--- src/timers_pkg.sv ---
// constants, register map and carrier types for the timer, sleep and watchdog block.
// assumes a 20 MHz system clock and a 32-bit Avalon-MM register bus.
package timers_pkg;
	// register byte offsets
	localparam logic [4:0] TIMER_MODE_ADDR = 5'h00;
	localparam logic [4:0] PRESCALE_A_ADDR = 5'h04;
	localparam logic [4:0] COUNTER_A_ADDR = 5'h08;
	localparam logic [4:0] PRESCALE_B_ADDR = 5'h0c;
	localparam logic [4:0] COUNTER_B_ADDR = 5'h10;
	localparam logic [4:0] OPCODE_ADDR = 5'h14;
	localparam logic [4:0] PORT_TWO_MODE_ADDR = 5'h18;
	// timer_mode_reg fields
	localparam int LOAD_A_BIT = 0;
	localparam int RUN_A_BIT = 1;
	localparam int LOAD_B_BIT = 2;
	localparam int RUN_B_BIT = 3;
	localparam int PIN_MODE_LSB = 4;
	localparam int PIN_MODE_MSB = 5;
	localparam int B_EXT_BIT = 6;
	// prescaler register fields
	localparam int CONT_BIT = 0;
	localparam int DIV_LSB = 2;
	localparam int DIV_MSB = 7;
	// opcodes
	localparam logic [7:0] OP_REFRESH = 8'h5f;
	localparam logic [7:0] OP_HALT_RUN = 8'h4f;
	localparam logic [7:0] OP_HALT = 8'h7f;
	localparam logic [7:0] OP_STOP = 8'h6f;
	// reset values and vectors
	localparam logic [7:0] PORT_TWO_MODE_RST = 8'hff;
	localparam logic [15:0] RESTART_VECTOR = 16'h000c;
	// timing
	localparam int SYS_CLK_MHZ = 20;
	localparam int POR_DELAY_US = 1000;
	localparam int POR_DELAY_CYC_DEF = POR_DELAY_US * SYS_CLK_MHZ;
	localparam int RESET_EXTRA_CYC = 18;
	localparam logic [15:0] WD_PERIOD_TICKS = 16'h0400;
	localparam logic [1:0] TCLK_LAST = 2'h3;
	// synchronised pin indices
	localparam int PIN_TIMER = 0;
	localparam int PIN_WAKE = 1;
	localparam int PIN_WD_OSC = 2;
	localparam int PIN_PERM = 3;
	localparam int PIN_COUNT = 4;

	typedef enum logic [1:0] {
		PIN_EXT_CLOCK = 2'b00,
		PIN_GATE = 2'b01,
		PIN_TRIG_ONCE = 2'b10,
		PIN_TRIG_RETRIG = 2'b11
	} pin_mode_type;

	typedef struct packed {
		logic [5:0] pre_div;
		logic continuous;
		logic [7:0] init;
	} timer_cfg_type;

	typedef struct packed {
		logic running;
		logic eoc;
		logic [5:0] pre;
		logic [7:0] cnt;
	} timer_state_type;

	typedef struct packed {
		logic zero;
		logic sign;
		logic overflow;
	} core_flags_type;
endpackage

--- src/timers_sleep_and_watchdog.sv ---
// two prescaled down-counters, HALT/STOP sleep control and a watchdog with reset sequencer.
// assumes the core writes opcodes to the opcode register as it executes them and
// reports an enabled pending interrupt on wake_irq; pins arrive unsynchronised.
`timescale 1ns/10ps
module timers_sleep_and_watchdog
	import timers_pkg::*;
#(
	parameter int POR_DELAY_CYCLES = POR_DELAY_CYC_DEF
) (
	// clock and reset
	input wire logic sys_clk,
	input wire logic rst,
	// avalon-mm slave
	input wire logic [4:0] avs_address,
	input wire logic avs_read,
	input wire logic avs_write,
	input wire logic [31:0] avs_writedata,
	input wire logic [3:0] avs_byteenable,
	output logic [31:0] avs_readdata,
	output logic avs_waitrequest,
	// pins and option strap
	input wire logic timer_input_pin,
	input wire logic stop_wake_pin,
	input wire logic wd_osc_clk,
	input wire logic permanent_wd_option,
	// core side
	input wire logic wake_irq,
	output logic timer_a_interrupt,
	output logic timer_b_interrupt,
	output logic cpu_clk_run,
	output logic osc_run,
	output logic core_reset,
	output logic [15:0] restart_addr,
	output logic flag_load,
	output core_flags_type flag_value,
	output logic [7:0] port_two_mode
);
	localparam logic [31:0] RESET_TOTAL = 32'(POR_DELAY_CYCLES + RESET_EXTRA_CYC);
	localparam logic [5:0] PRE_ONE = 6'h01;
	localparam logic [7:0] CNT_ONE = 8'h01;

	// one prescaler/counter step; a divisor or start value of zero means 64 or 256
	function automatic timer_state_type timer_step(timer_state_type s, timer_cfg_type c,
		logic tick);
		timer_state_type n;
		n = s;
		n.eoc = 1'b0;
		if (s.running && tick) begin
			if (s.pre == PRE_ONE) begin
				n.pre = c.pre_div;
				if (s.cnt == CNT_ONE) begin
					n.eoc = 1'b1;
					n.cnt = c.continuous ? c.init : 8'h00;
					n.running = c.continuous;
				end else begin
					n.cnt = s.cnt - CNT_ONE;
				end
			end else begin
				n.pre = s.pre - PRE_ONE;
			end
		end
		return n;
	endfunction

	// restart from the programmed initial value
	function automatic timer_state_type timer_load(timer_state_type s, timer_cfg_type c);
		timer_state_type n;
		n = s;
		n.eoc = 1'b0;
		n.pre = c.pre_div;
		n.cnt = c.init;
		return n;
	endfunction
	// avalon handshake state
	logic wait_r;
	logic [31:0] rdata_r;
	// timer state
	timer_cfg_type cfg_a_r;
	timer_cfg_type cfg_b_r;
	timer_state_type ta_r;
	timer_state_type tb_r;
	pin_mode_type pin_mode_r;
	logic b_ext_r;
	logic armed_b_r;
	logic [1:0] tclk_div_r;
	// synchronisers and filtered levels
	logic [PIN_COUNT-1:0] sync1_r;
	logic [PIN_COUNT-1:0] sync2_r;
	logic [PIN_COUNT-1:0] sync3_r;
	logic [PIN_COUNT-1:0] stable_r;
	logic [PIN_COUNT-1:0] stable_prev_r;
	// sleep, watchdog and reset sequencer
	logic halt_r;
	logic stop_r;
	logic wd_en_r;
	logic wd_halt_run_r;
	logic perm_r;
	logic [15:0] wd_cnt_r;
	logic [31:0] seq_cnt_r;
	logic core_reset_r;
	logic cpu_clk_run_r;
	logic osc_run_r;
	logic flag_load_r;
	core_flags_type flags_r;
	logic [7:0] port_two_mode_r;
	logic [15:0] restart_addr_r;
	// bus decode
	logic wr_go;
	logic [7:0] wbyte;
	logic wr_mode;
	logic wr_op;
	assign wr_go = avs_write && !wait_r && avs_byteenable[0];
	assign wbyte = avs_writedata[7:0];
	assign wr_mode = wr_go && (avs_address == TIMER_MODE_ADDR);
	assign wr_op = wr_go && (avs_address == OPCODE_ADDR) && !core_reset_r;
	// pin events taken from the agreed level, never from the first stage
	logic tclk_tick;
	logic pin_fall;
	logic wd_tick;
	logic wake_low;
	assign tclk_tick = (tclk_div_r == TCLK_LAST) && !stop_r;
	assign pin_fall = stable_prev_r[PIN_TIMER] && !stable_r[PIN_TIMER];
	assign wd_tick = !stable_prev_r[PIN_WD_OSC] && stable_r[PIN_WD_OSC];
	assign wake_low = stop_r && !stable_r[PIN_WAKE];
	// counter_b clock qualification by pin mode
	logic tick_b;
	logic trig_b;
	always_comb begin
		tick_b = tclk_tick;
		trig_b = 1'b0;
		if (b_ext_r) begin
			unique case (pin_mode_r)
				PIN_EXT_CLOCK: tick_b = pin_fall && !stop_r;
				PIN_GATE: tick_b = tclk_tick && stable_r[PIN_TIMER];
				PIN_TRIG_ONCE: trig_b = pin_fall && armed_b_r && !tb_r.running;
				PIN_TRIG_RETRIG: trig_b = pin_fall && armed_b_r;
			endcase
		end
	end
	// watchdog timing and reset causes
	logic wd_counting;
	logic wd_timeout;
	logic seq_start;
	assign wd_counting = wd_en_r && !core_reset_r && (perm_r
		|| (!stop_r && (!halt_r || wd_halt_run_r)));
	assign wd_timeout = wd_counting && wd_tick && !(wr_op && (wbyte == OP_REFRESH))
		&& (wd_cnt_r == WD_PERIOD_TICKS - 16'h0001);
	assign seq_start = wd_timeout || wake_low;
	// avalon slave: one wait cycle, read data latched while waitrequest drops
	always_ff @(posedge sys_clk or posedge rst) begin
		if (rst) begin
			wait_r <= 1'b1;
		end else if ((avs_read || avs_write) && wait_r) begin
			wait_r <= 1'b0;
		end else begin
			wait_r <= 1'b1;
		end
	end
	// read mux; prescalers read as zero, unmapped offsets read as zero
	always_ff @(posedge sys_clk or posedge rst) begin
		if (rst) begin
			rdata_r <= 32'h0000_0000;
		end else if (avs_read && wait_r) begin
			rdata_r <= 32'h0000_0000;
			unique case (avs_address)
				TIMER_MODE_ADDR: rdata_r[7:0] <= {1'b0, b_ext_r, pin_mode_r,
					tb_r.running, 1'b0, ta_r.running, 1'b0};
				COUNTER_A_ADDR: rdata_r[7:0] <= ta_r.cnt;
				COUNTER_B_ADDR: rdata_r[7:0] <= tb_r.cnt;
				OPCODE_ADDR: rdata_r[7:0] <= {1'b0, flags_r, perm_r, halt_r,
					wd_halt_run_r, wd_en_r};
				PORT_TWO_MODE_ADDR: rdata_r[7:0] <= port_two_mode_r;
				default: rdata_r <= 32'h0000_0000;
			endcase
		end
	end
	// three-stage synchronisers; a level counts once stages two and three agree
	always_ff @(posedge sys_clk or posedge rst) begin
		if (rst) begin
			sync1_r <= '1;
			sync2_r <= '1;
			sync3_r <= '1;
			stable_r <= '1;
			stable_prev_r <= '1;
		end else begin
			sync1_r <= {permanent_wd_option, wd_osc_clk, stop_wake_pin, timer_input_pin};
			sync2_r <= sync1_r;
			sync3_r <= sync2_r;
			for (int i = 0; i < PIN_COUNT; i++) begin
				if (sync2_r[i] == sync3_r[i]) begin
					stable_r[i] <= sync3_r[i];
				end
			end
			stable_prev_r <= stable_r;
		end
	end
	// timer clock: system clock divided by four, frozen with the oscillator in STOP
	always_ff @(posedge sys_clk or posedge rst) begin
		if (rst) begin
			tclk_div_r <= 2'h0;
		end else if (!stop_r) begin
			tclk_div_r <= tclk_div_r + 2'h1;
		end
	end
	// timer configuration; prescaler and start values are write-only latches
	always_ff @(posedge sys_clk or posedge rst) begin
		if (rst) begin
			cfg_a_r <= '0;
			cfg_b_r <= '0;
			pin_mode_r <= PIN_EXT_CLOCK;
			b_ext_r <= 1'b0;
		end else if (core_reset_r) begin
			cfg_a_r <= '0;
			cfg_b_r <= '0;
			pin_mode_r <= PIN_EXT_CLOCK;
			b_ext_r <= 1'b0;
		end else if (wr_go) begin
			unique case (avs_address)
				TIMER_MODE_ADDR: begin
					pin_mode_r <= pin_mode_type'(wbyte[PIN_MODE_MSB:PIN_MODE_LSB]);
					b_ext_r <= wbyte[B_EXT_BIT];
				end
				PRESCALE_A_ADDR: begin
					cfg_a_r.pre_div <= wbyte[DIV_MSB:DIV_LSB];
					cfg_a_r.continuous <= wbyte[CONT_BIT];
				end
				PRESCALE_B_ADDR: begin
					cfg_b_r.pre_div <= wbyte[DIV_MSB:DIV_LSB];
					cfg_b_r.continuous <= wbyte[CONT_BIT];
				end
				COUNTER_A_ADDR: cfg_a_r.init <= wbyte;
				COUNTER_B_ADDR: cfg_b_r.init <= wbyte;
				default: ;
			endcase
		end
	end
	// counter_a runs from the internal clock only; counts on through HALT
	always_ff @(posedge sys_clk or posedge rst) begin
		if (rst) begin
			ta_r <= '0;
		end else if (core_reset_r) begin
			ta_r <= '0;
		end else if (wr_mode) begin
			ta_r <= wbyte[LOAD_A_BIT] ? timer_load(ta_r, cfg_a_r) : timer_step(ta_r, cfg_a_r,
				1'b0);
			ta_r.running <= wbyte[RUN_A_BIT];
		end else begin
			ta_r <= timer_step(ta_r, cfg_a_r, tclk_tick);
		end
	end
	// counter_b; in trigger modes a run request only arms it and the pin starts it
	always_ff @(posedge sys_clk or posedge rst) begin
		if (rst) begin
			tb_r <= '0;
			armed_b_r <= 1'b0;
		end else if (core_reset_r) begin
			tb_r <= '0;
			armed_b_r <= 1'b0;
		end else if (wr_mode) begin
			tb_r <= wbyte[LOAD_B_BIT] ? timer_load(tb_r, cfg_b_r) : timer_step(tb_r, cfg_b_r,
				1'b0);
			armed_b_r <= wbyte[RUN_B_BIT];
			tb_r.running <= wbyte[RUN_B_BIT] && !(wbyte[B_EXT_BIT]
				&& wbyte[PIN_MODE_MSB]);
		end else if (trig_b) begin
			tb_r <= timer_load(tb_r, cfg_b_r);
			tb_r.running <= 1'b1;
		end else begin
			tb_r <= timer_step(tb_r, cfg_b_r, tick_b);
		end
	end
	// HALT: core clock off until the core reports an enabled pending interrupt
	always_ff @(posedge sys_clk or posedge rst) begin
		if (rst) begin
			halt_r <= 1'b0;
		end else if (core_reset_r || seq_start) begin
			halt_r <= 1'b0;
		end else if (halt_r && wake_irq) begin
			halt_r <= 1'b0;
		end else if (wr_op && (wbyte == OP_HALT)) begin
			halt_r <= 1'b1;
		end
	end
	// STOP: clock and oscillator off; only the wake pin or a permanent watchdog ends it
	always_ff @(posedge sys_clk or posedge rst) begin
		if (rst) begin
			stop_r <= 1'b0;
		end else if (core_reset_r || seq_start) begin
			stop_r <= 1'b0;
		end else if (wr_op && (wbyte == OP_STOP)) begin
			stop_r <= 1'b1;
		end
	end
	// clock controls and restart vector; a reset cause drops the core clock with core_reset
	always_ff @(posedge sys_clk or posedge rst) begin
		if (rst) begin
			cpu_clk_run_r <= 1'b0;
			osc_run_r <= 1'b1;
			restart_addr_r <= RESTART_VECTOR;
		end else begin
			cpu_clk_run_r <= !halt_r && !stop_r && !core_reset_r && !seq_start;
			osc_run_r <= !stop_r;
			restart_addr_r <= RESTART_VECTOR;
		end
	end
	// permanent option is sampled only while the reset sequence holds the core
	always_ff @(posedge sys_clk or posedge rst) begin
		if (rst) begin
			perm_r <= 1'b0;
		end else if (core_reset_r) begin
			perm_r <= stable_r[PIN_PERM];
		end
	end
	// watchdog enables; nothing but a reset can take an enabled watchdog down
	always_ff @(posedge sys_clk or posedge rst) begin
		if (rst) begin
			wd_en_r <= 1'b0;
			wd_halt_run_r <= 1'b0;
		end else if (core_reset_r) begin
			wd_en_r <= perm_r;
			wd_halt_run_r <= 1'b0;
		end else if (wr_op && (wbyte == OP_REFRESH)) begin
			wd_en_r <= 1'b1;
		end else if (wr_op && (wbyte == OP_HALT_RUN) && wd_en_r) begin
			wd_halt_run_r <= 1'b1;
		end
	end
	// watchdog counter on the rc oscillator edges; refresh beats a tick in the same cycle
	always_ff @(posedge sys_clk or posedge rst) begin
		if (rst) begin
			wd_cnt_r <= 16'h0000;
		end else if (core_reset_r || wd_timeout) begin
			wd_cnt_r <= 16'h0000;
		end else if (wr_op && (wbyte == OP_REFRESH)) begin
			wd_cnt_r <= 16'h0000;
		end else if (wd_counting && wd_tick) begin
			wd_cnt_r <= wd_cnt_r + 16'h0001;
		end
	end
	// reset sequencer: power-on delay plus the extra oscillator cycles, for every cause
	always_ff @(posedge sys_clk or posedge rst) begin
		if (rst) begin
			core_reset_r <= 1'b1;
			seq_cnt_r <= 32'h0000_0000;
		end else if (seq_start) begin
			core_reset_r <= 1'b1;
			seq_cnt_r <= 32'h0000_0000;
		end else if (core_reset_r) begin
			if (seq_cnt_r == RESET_TOTAL - 32'h0000_0001) begin
				core_reset_r <= 1'b0;
			end
			seq_cnt_r <= seq_cnt_r + 32'h0000_0001;
		end
	end
	// core flags written by the refresh opcode, with a load strobe to the core
	always_ff @(posedge sys_clk or posedge rst) begin
		if (rst) begin
			flags_r <= '0;
			flag_load_r <= 1'b0;
		end else begin
			flag_load_r <= wr_op && (wbyte == OP_REFRESH);
			if (wr_op && (wbyte == OP_REFRESH)) begin
				flags_r.zero <= 1'b1;
				flags_r.sign <= 1'b0;
				flags_r.overflow <= 1'b0;
			end
		end
	end
	// port mode survives a pin wake so driven outputs do not glitch
	always_ff @(posedge sys_clk or posedge rst) begin
		if (rst) begin
			port_two_mode_r <= PORT_TWO_MODE_RST;
		end else if (wd_timeout) begin
			port_two_mode_r <= PORT_TWO_MODE_RST;
		end else if (wr_go && (avs_address == PORT_TWO_MODE_ADDR)) begin
			port_two_mode_r <= wbyte;
		end
	end
	// outputs straight from flip-flops
	assign avs_readdata = rdata_r;
	assign avs_waitrequest = wait_r;
	assign timer_a_interrupt = ta_r.eoc;
	assign timer_b_interrupt = tb_r.eoc;
	assign cpu_clk_run = cpu_clk_run_r;
	assign osc_run = osc_run_r;
	assign core_reset = core_reset_r;
	assign restart_addr = restart_addr_r;
	assign flag_load = flag_load_r;
	assign flag_value = flags_r;
	assign port_two_mode = port_two_mode_r;
endmodule

--- config.mk ---
export PLATFORM = sky130hd
export DESIGN_NAME = timers_sleep_and_watchdog
export DESIGN_NICKNAME = d
export VERILOG_FILES = /design/src/timers_pkg.sv /design/src/timers_sleep_and_watchdog.sv
export SDC_FILE = /design/constraint.sdc
export NUM_CORES = 1
export LEC_CHECK = 0
export BUFFER_PORTS_ARGS = -buffer_cell sky130_fd_sc_hd__buf_2
export CAP_MARGIN = 20
export CORE_MARGIN = 2
export CORE_UTILIZATION = 50
export CTS_BUF_LIST = sky130_fd_sc_hd__clkbuf_16
export CTS_CLUSTER_DIAMETER = 30
export DETAILED_ROUTE_END_ITERATION = 8
export HOLD_SLACK_MARGIN = 0.06
export PLACE_DENSITY = 0.74
export SLEW_MARGIN = 10
export SYNTH_ARGS = -nofsm -noshare
export SYNTH_HDL_FRONTEND = slang
export SYNTH_SLANG_ARGS = --single-unit
--- constraint.sdc ---
create_clock -name sys_clk -period 5.22 [get_ports sys_clk]
set_input_delay 0.522 -clock sys_clk [delete_from_list [all_inputs] [get_ports sys_clk]]
set_output_delay 0.522 -clock sys_clk [all_outputs]
set_load 0.02 [all_outputs]
Word-level counts from Yosys, hierarchy flattened. Index checks and enable logic that the tools add are counted.

Register bits after elaboration: 162. Bits of input ports: 50. Output and inout bits: 66. Logic and storage cells: 224.

Add/subtract/negate cells: 7. Eq/ne operators: 27. Multiplexer cells: 63. Reductions and logical operators: 86.

Operators by type and width (number): 16-bit two-way mux (10); 8-bit two-way mux (10); 32-bit two-way mux (2); 15-bit two-way mux (4); 8-bit case mux with 5 select lines (1); 1-bit logical AND (35); 32-bit by 1-bit adder with 32-bit output, second input constant (1); 32-bit by 15-bit == test with 1-bit output, second input constant (1); 8-bit by 7-bit == test with 1-bit output, second input constant (4); 14-bit two-way mux (2); 2-bit nonzero test (12); 1-bit two-way mux (21); 16-bit by 1-bit adder with 16-bit output, second input constant (1); 16-bit by 10-bit == test with 1-bit output, second input constant (1); 8-bit by 1-bit == test with 1-bit output, second input constant (2); 2-bit AND reduction (8); 8-bit by 1-bit subtractor with 8-bit output, second input constant (2); 5-bit == test, second input constant (3); 3-bit nonzero test (5); 2-bit two-way mux (7); 7-bit two-way mux (2); 6-bit by 1-bit == test with 1-bit output, second input constant (2); 6-bit two-way mux (2); 3-bit AND reduction (4); other kinds (15) (41).

Logic depth before layout (Yosys ltp).
Depth after elaboration: 12. Mapped depth: 9. Depth with buffers taken out: 8.

Least setup slack after synthesis. Ideal clock, no wire load.

Path kind: input to register. Start point: input port avs_address[2]. End point: register tb_r[5] (netlist name). Setup time: 0.136 ns. Data arrival time: 2.073 ns. Data required time: 5.084 ns. Setup slack: 3.011 ns. Stages on the path: 9. Path buffers: 3. Cells stage by stage: buf_4 > nor3_4 > nand3_1 > and2_1 > buf_2 > o2bb2ai_1 > buf_2 > a221oi_1 > nor3_1.

Cells in the longest elaborated chain, start to end: 4. Elaborated cells on any way between the ends: 8. Those cells by class: eq/ne (1); mux (2); reduce/logical (5).

RTL lines: start, declared (line timers_sleep_and_watchdog.sv:14) `input wire logic [4:0] avs_address,`; 5-bit zero test * (line timers_sleep_and_watchdog.sv:114) `assign wr_mode = wr_go && (avs_address == TIMER_MODE_ADDR);`; 1-bit logical AND * (line timers_sleep_and_watchdog.sv:114); 3-bit != test (no source line), or another cell as far along; 3-bit AND reduction (no source line) or 16-bit two-way mux (tied branches); end signal, assigned (line timers_sleep_and_watchdog.sv:260) `tb_r <= wbyte[LOAD_B_BIT] ? timer_load(tb_r, cfg_b_r) : timer_step(tb_r, cfg_b_r,`; end signal, assigned (line timers_sleep_and_watchdog.sv:266) `tb_r <= timer_load(tb_r, cfg_b_r);`; end signal, assigned (line timers_sleep_and_watchdog.sv:269) `tb_r <= timer_step(tb_r, cfg_b_r, tick_b);`; end, declared (line timers_sleep_and_watchdog.sv:81) `timer_state_type tb_r;`.

Mark *: on every way between the ends. The rest lies on a longest branch, timed or not. A chain may end at the register's enable or synchronous reset.

Final worst setup path.
Start point: register wait_r, in the netlist avs_waitrequest. End point: register tb_r[3] (netlist name).

Cells in the longest elaborated chain, start to end: 6. Elaborated cells on any way between the ends: 10. Those cells by class: eq/ne (1); mux (2); reduce/logical (7).

RTL lines: start, declared (line timers_sleep_and_watchdog.sv:75) `logic wait_r;`; start signal, assigned (line timers_sleep_and_watchdog.sv:152) `wait_r <= 1'b1;`; start signal, assigned (line timers_sleep_and_watchdog.sv:154) `wait_r <= 1'b0;`; start signal, assigned (line timers_sleep_and_watchdog.sv:156) `wait_r <= 1'b1;`; 1-bit zero test * (line timers_sleep_and_watchdog.sv:112) `assign wr_go = avs_write && !wait_r && avs_byteenable[0];`; 1-bit logical AND * (2 in series) (line timers_sleep_and_watchdog.sv:112); 1-bit logical AND * (line timers_sleep_and_watchdog.sv:114); 3-bit != test (no source line), or another cell as far along; 3-bit AND reduction (no source line) or 16-bit two-way mux (tied branches).

Marks and branches as above.

==> flow_results.xml <==
<?xml version="1.0" encoding="UTF-8"?>
<metrics>
  <group name="outcome">
    <metric name="run_status" unit="">completed</metric>
  </group>
  <group name="clock_network">
    <metric name="cts_inserted_buffers" unit="">17</metric>
    <metric name="root_buffer" unit="">sky130_fd_sc_hd__clkbuf_16</metric>
    <metric name="clk_pin_slew_worst_paths" unit="ns">0.06</metric>
    <metric name="max-clock-path-buffers" unit="">2</metric>
    <metric name="tritoncts_num_sinks" unit="">161</metric>
    <metric name="postCtsHoldBufs" unit="">0</metric>
    <metric name="cts_tree" unit="">yes</metric>
    <metric name="postCtsSetupBuffers" unit="">0</metric>
    <metric name="clock_latency" unit="ns">0.44</metric>
    <metric name="post_cts.resized_instances" unit="">0</metric>
    <metric name="htree_levels" unit="">4</metric>
  </group>
  <group name="critical_path">
    <metric name="critPathKind" unit="">flop to flop</metric>
    <metric name="cp_cell_sequence" unit="">and3b_1, nand3_1, o2bb2ai_1, nand2b_1, o211ai_1</metric>
    <metric name="crit_path_max_fanout" unit="">13</metric>
    <metric name="regToRegStartpoint" unit="">avs_waitrequest$_DFF_PP1_</metric>
    <metric name="worst-endpoint-arrival" unit="ns">3.19</metric>
    <metric name="cp-end-kind" unit="">flop</metric>
    <metric name="startpoint" unit="">avs_waitrequest$_DFF_PP1_</metric>
    <metric name="reg_to_reg_critical_path_endpoint" unit="">tb_r[3]$_DFFE_PP0P_</metric>
    <metric name="crit_path_start_kind" unit="">flop</metric>
    <metric name="crit_path_max_incr_delay" unit="ns">1.00</metric>
    <metric name="cp-endpoint" unit="">tb_r[3]$_DFFE_PP0P_</metric>
    <metric name="cp_data_required_time" unit="ns">5.52</metric>
    <metric name="cpMaxStageDelayCell" unit="">sky130_fd_sc_hd__o2bb2ai_1</metric>
    <metric name="setup.reg_to_reg.worst_slack" unit="ns">2.34</metric>
    <metric name="r2r.worst_path.cells" unit="">5</metric>
  </group>
  <group name="floorplan">
    <metric name="floorplan.io_pins" unit="">116</metric>
    <metric name="dieHeight" unit="um">134</metric>
    <metric name="start_util" unit="%">51.2</metric>
    <metric name="fp.coreArea" unit="um2">16600</metric>
    <metric name="dieArea" unit="um2">18100</metric>
    <metric name="placementRows" unit="">47</metric>
    <metric name="floorplan.die.width" unit="um">134</metric>
  </group>
  <group name="sta">
    <metric name="rsz0062_at_grt" unit="">false</metric>
    <metric name="timing.final.crit_share" unit="%">55.2</metric>
    <metric name="worst-slew-pin-transition" unit="ns">1.05</metric>
    <metric name="timing.final.max_slew_violations" unit="">0</metric>
    <metric name="slew-limit-headroom" unit="%">30.0</metric>
    <metric name="maxClockFrequency" unit="GHz">0.347</metric>
    <metric name="clk_skew" unit="ns">0.0105</metric>
    <metric name="final-hold-violation-count" unit="">0</metric>
    <metric name="finalWorstPathRequiredPeriod" unit="ns">2.88</metric>
    <metric name="finalSetupViolations" unit="">0</metric>
    <metric name="setup_tns_final" unit="ns">0</metric>
  </group>
  <group name="drt">
    <metric name="final_antenna_net_count" unit="">0</metric>
    <metric name="drt_first_pass_iters" unit="">6</metric>
    <metric name="via_per_inst" unit="">5.62</metric>
    <metric name="route.detailed.wl_per_inst" unit="um">16.7</metric>
    <metric name="drtIter0Drc" unit="">536</metric>
    <metric name="drt_wl_total" unit="um">18800</metric>
    <metric name="dr_total_vias" unit="">6317</metric>
    <metric name="remaining_drc_errors" unit="">0</metric>
  </group>
  <group name="finish">
    <metric name="antennaDiodeCount" unit="">0</metric>
    <metric name="final_layout_size_suffix_gt1_share" unit="%">16.5</metric>
    <metric name="layout.nets" unit="">954</metric>
    <metric name="number_of_fill_cells" unit="">1456</metric>
    <metric name="syn2layout_area_growth" unit="%">9.35</metric>
  </group>
  <group name="synthesis">
    <metric name="yosysSeqAreaShare" unit="%">47.7</metric>
    <metric name="netlist_instances" unit="">859</metric>
    <metric name="synth_async_sr_flop_share" unit="%">100</metric>
    <metric name="synth_top_area_share" unit="%">38.8</metric>
    <metric name="synth_commonest_cells" unit="">132 x sky130_fd_sc_hd__dfrtp_1, 119 x sky130_fd_sc_hd__nor2_1, 78 x sky130_fd_sc_hd__nand2_1, 43 x sky130_fd_sc_hd__buf_4, 37 x sky130_fd_sc_hd__o21ai_0</metric>
    <metric name="ys_seq_elements" unit="">161</metric>
    <metric name="post_synth_instance_area" unit="um2">8510</metric>
    <metric name="yosysTopAreaCell" unit="">sky130_fd_sc_hd__dfrtp_1</metric>
    <metric name="synth_area_per_cell" unit="um2">9.91</metric>
    <metric name="synthDistinctLibCells" unit="">78</metric>
    <metric name="yosys_warnings" unit="">0</metric>
    <metric name="synth_enable_flop_cells" unit="">0</metric>
    <metric name="post_synth_main_area_contributors" unit="">sky130_fd_sc_hd__dfrtp_1 39%, sky130_fd_sc_hd__dfstp_2 8.9%, sky130_fd_sc_hd__nor2_1 5.2%</metric>
    <metric name="synth-main-ff-cell" unit="">sky130_fd_sc_hd__dfrtp_1</metric>
    <metric name="yosysMostFrequentCell" unit="">sky130_fd_sc_hd__dfrtp_1</metric>
  </group>
  <group name="power">
    <metric name="total_power" unit="uW">2620</metric>
    <metric name="power_per_cell_area" unit="nW/um2">282</metric>
    <metric name="max-vdd-ir-drop" unit="mV">0.241</metric>
    <metric name="cellLeakagePower" unit="uW">0.00404</metric>
  </group>
  <group name="global_routing">
    <metric name="grt_antenna_before_repair" unit="">0</metric>
    <metric name="grt_max_degree" unit="">68</metric>
    <metric name="via_count_of_the_first_global_routing_pass" unit="">5930</metric>
    <metric name="gr-usage-all-layers" unit="%">21.9</metric>
    <metric name="global_route.usage.met1" unit="%">30.1</metric>
    <metric name="globalRoute.busiestLayer" unit="">met2</metric>
    <metric name="grt-ovfl-total" unit="">0</metric>
    <metric name="grt_first_pass_wirelength" unit="um">31100</metric>
    <metric name="global_route_met3_usage" unit="%">5.48</metric>
    <metric name="globalRouteMet2Util" unit="%">34.6</metric>
  </group>
  <group name="hold_path">
    <metric name="min-delay-path-class" unit="">primary input to asynchronous set/reset pin</metric>
  </group>
  <group name="placement">
    <metric name="port_buffers" unit="">46</metric>
    <metric name="place_congestion" unit="">0.872</metric>
    <metric name="post-dp-hpwl" unit="um">13100</metric>
  </group>
  <group name="run">
    <metric name="maxCapViolations" unit="">0</metric>
  </group>
</metrics>
cells in the final DEF, fill, tap and decap left out, drive strengths merged, types with 20 or more instances in the layout:
master and count:
a21oi 32, xor2 25, mux2i 36, inv 30, nand4 20, conb 42, nand3 25, dfstp 29
nor3 26, xnor2 28, nor2 121, dfrtp 132, buf 53, nand2 79, o21ai 38
routing by layer:
layer	wire, um	share of wire, %
met3	1120	6.0
met1	8500	45
met5	0	0
met4	357	1.9
met2	8830	47
worst max-delay path, delay by kind of cell, from the launching register on:
kind	cells	cell delay, ns
AND/OR/NAND/NOR	3	1.24
flip-flops	1	0.39
AO/OA/AOI/OAI	2	1.12
state kept, by name, summed over array words and instances, names as in the netlist, 2 cells and up:
register and count:
cfg_b_r 15, stable_prev_r 2, stable_r 4, port_two_mode 8, sync1_r 4, pin_mode_r 2
avs_readdata 8, seq_cnt_r 32, tb_r 15, wd_cnt_r 16, sync2_r 4, sync3_r 4
cfg_a_r 15, ta_r 15, tclk_div_r 2
kinds of logic (layout without fill, tap and decap cells):
group / count (synthesis) / count (layout) / share of synthesized area [%]
xor+xnor: 53 / 53 / 5.45
flops: 161 / 161 / 47.7
compound gates: 126 / 126 / 9.90
simple gates: 350 / 350 / 21.5
other cells: 2 / 42 / 0.0882
fa+ha+maj: 16 / 16 / 2.23
mux: 46 / 46 / 6.22
buf+inv: 105 / 111 / 6.83
through the flow:
step	setup WS [ns]	cell area (um2)	hold WS, ns	util (%)	cells
2_1_floorplan	0.398	8660	0.345	-	899
3_3_place_gp	2.17	8740	0.346	52.5	1092
4_1_cts	2.40	9310	0.103	55.9	1124
3_5_place_dp	2.11	8740	0.347	52.5	1092
6_report	2.34	9310	0.0781	55.9	1125
5_1_grt	2.16	9310	0.116	55.9	1125
worst min path at each step:
| stage | from | end | slack, ns | depth (start not counted) |
|---|---|---|---|---|
| after floorplan | sync1_r[0]$_DFF_PP1_ | sync2_r[0]$_DFF_PP1_ | 0.35 | 0 |
| after global placement | sync1_r[3]$_DFF_PP1_ | sync2_r[3]$_DFF_PP1_ | 0.35 | 0 |
| after detailed placement | sync1_r[2]$_DFF_PP1_ | sync2_r[2]$_DFF_PP1_ | 0.35 | 0 |
| after CTS | rst | wd_cnt_r[11]$_DFFE_PP0P_ | 0.10 | 2 |
| after global routing | rst | wd_cnt_r[12]$_DFFE_PP0P_ | 0.12 | 2 |
| final | rst | wd_cnt_r[11]$_DFFE_PP0P_ | 0.08 | 2 |
area by class of cell:
class,instances,area (um2),area share [%]
inverters,26,103,1.10
repair buffers,53,280,3.01
flip-flops and latches,161,4070,43.7
clock inverters,14,119,1.28
well taps,220,275,2.96
clock buffers,18,450,4.84
multi-input cells,633,4020,43.2
power by group:
group | internal, uW | switching, uW | total [uW]
Clock | 682 | 511 | 1190
Sequential | 1280 | 14.5 | 1290
Combinational | 32.1 | 106 | 138
Total | 1990 | 632 | 2620
No activity file was read; power rests on OpenSTA's default activity.
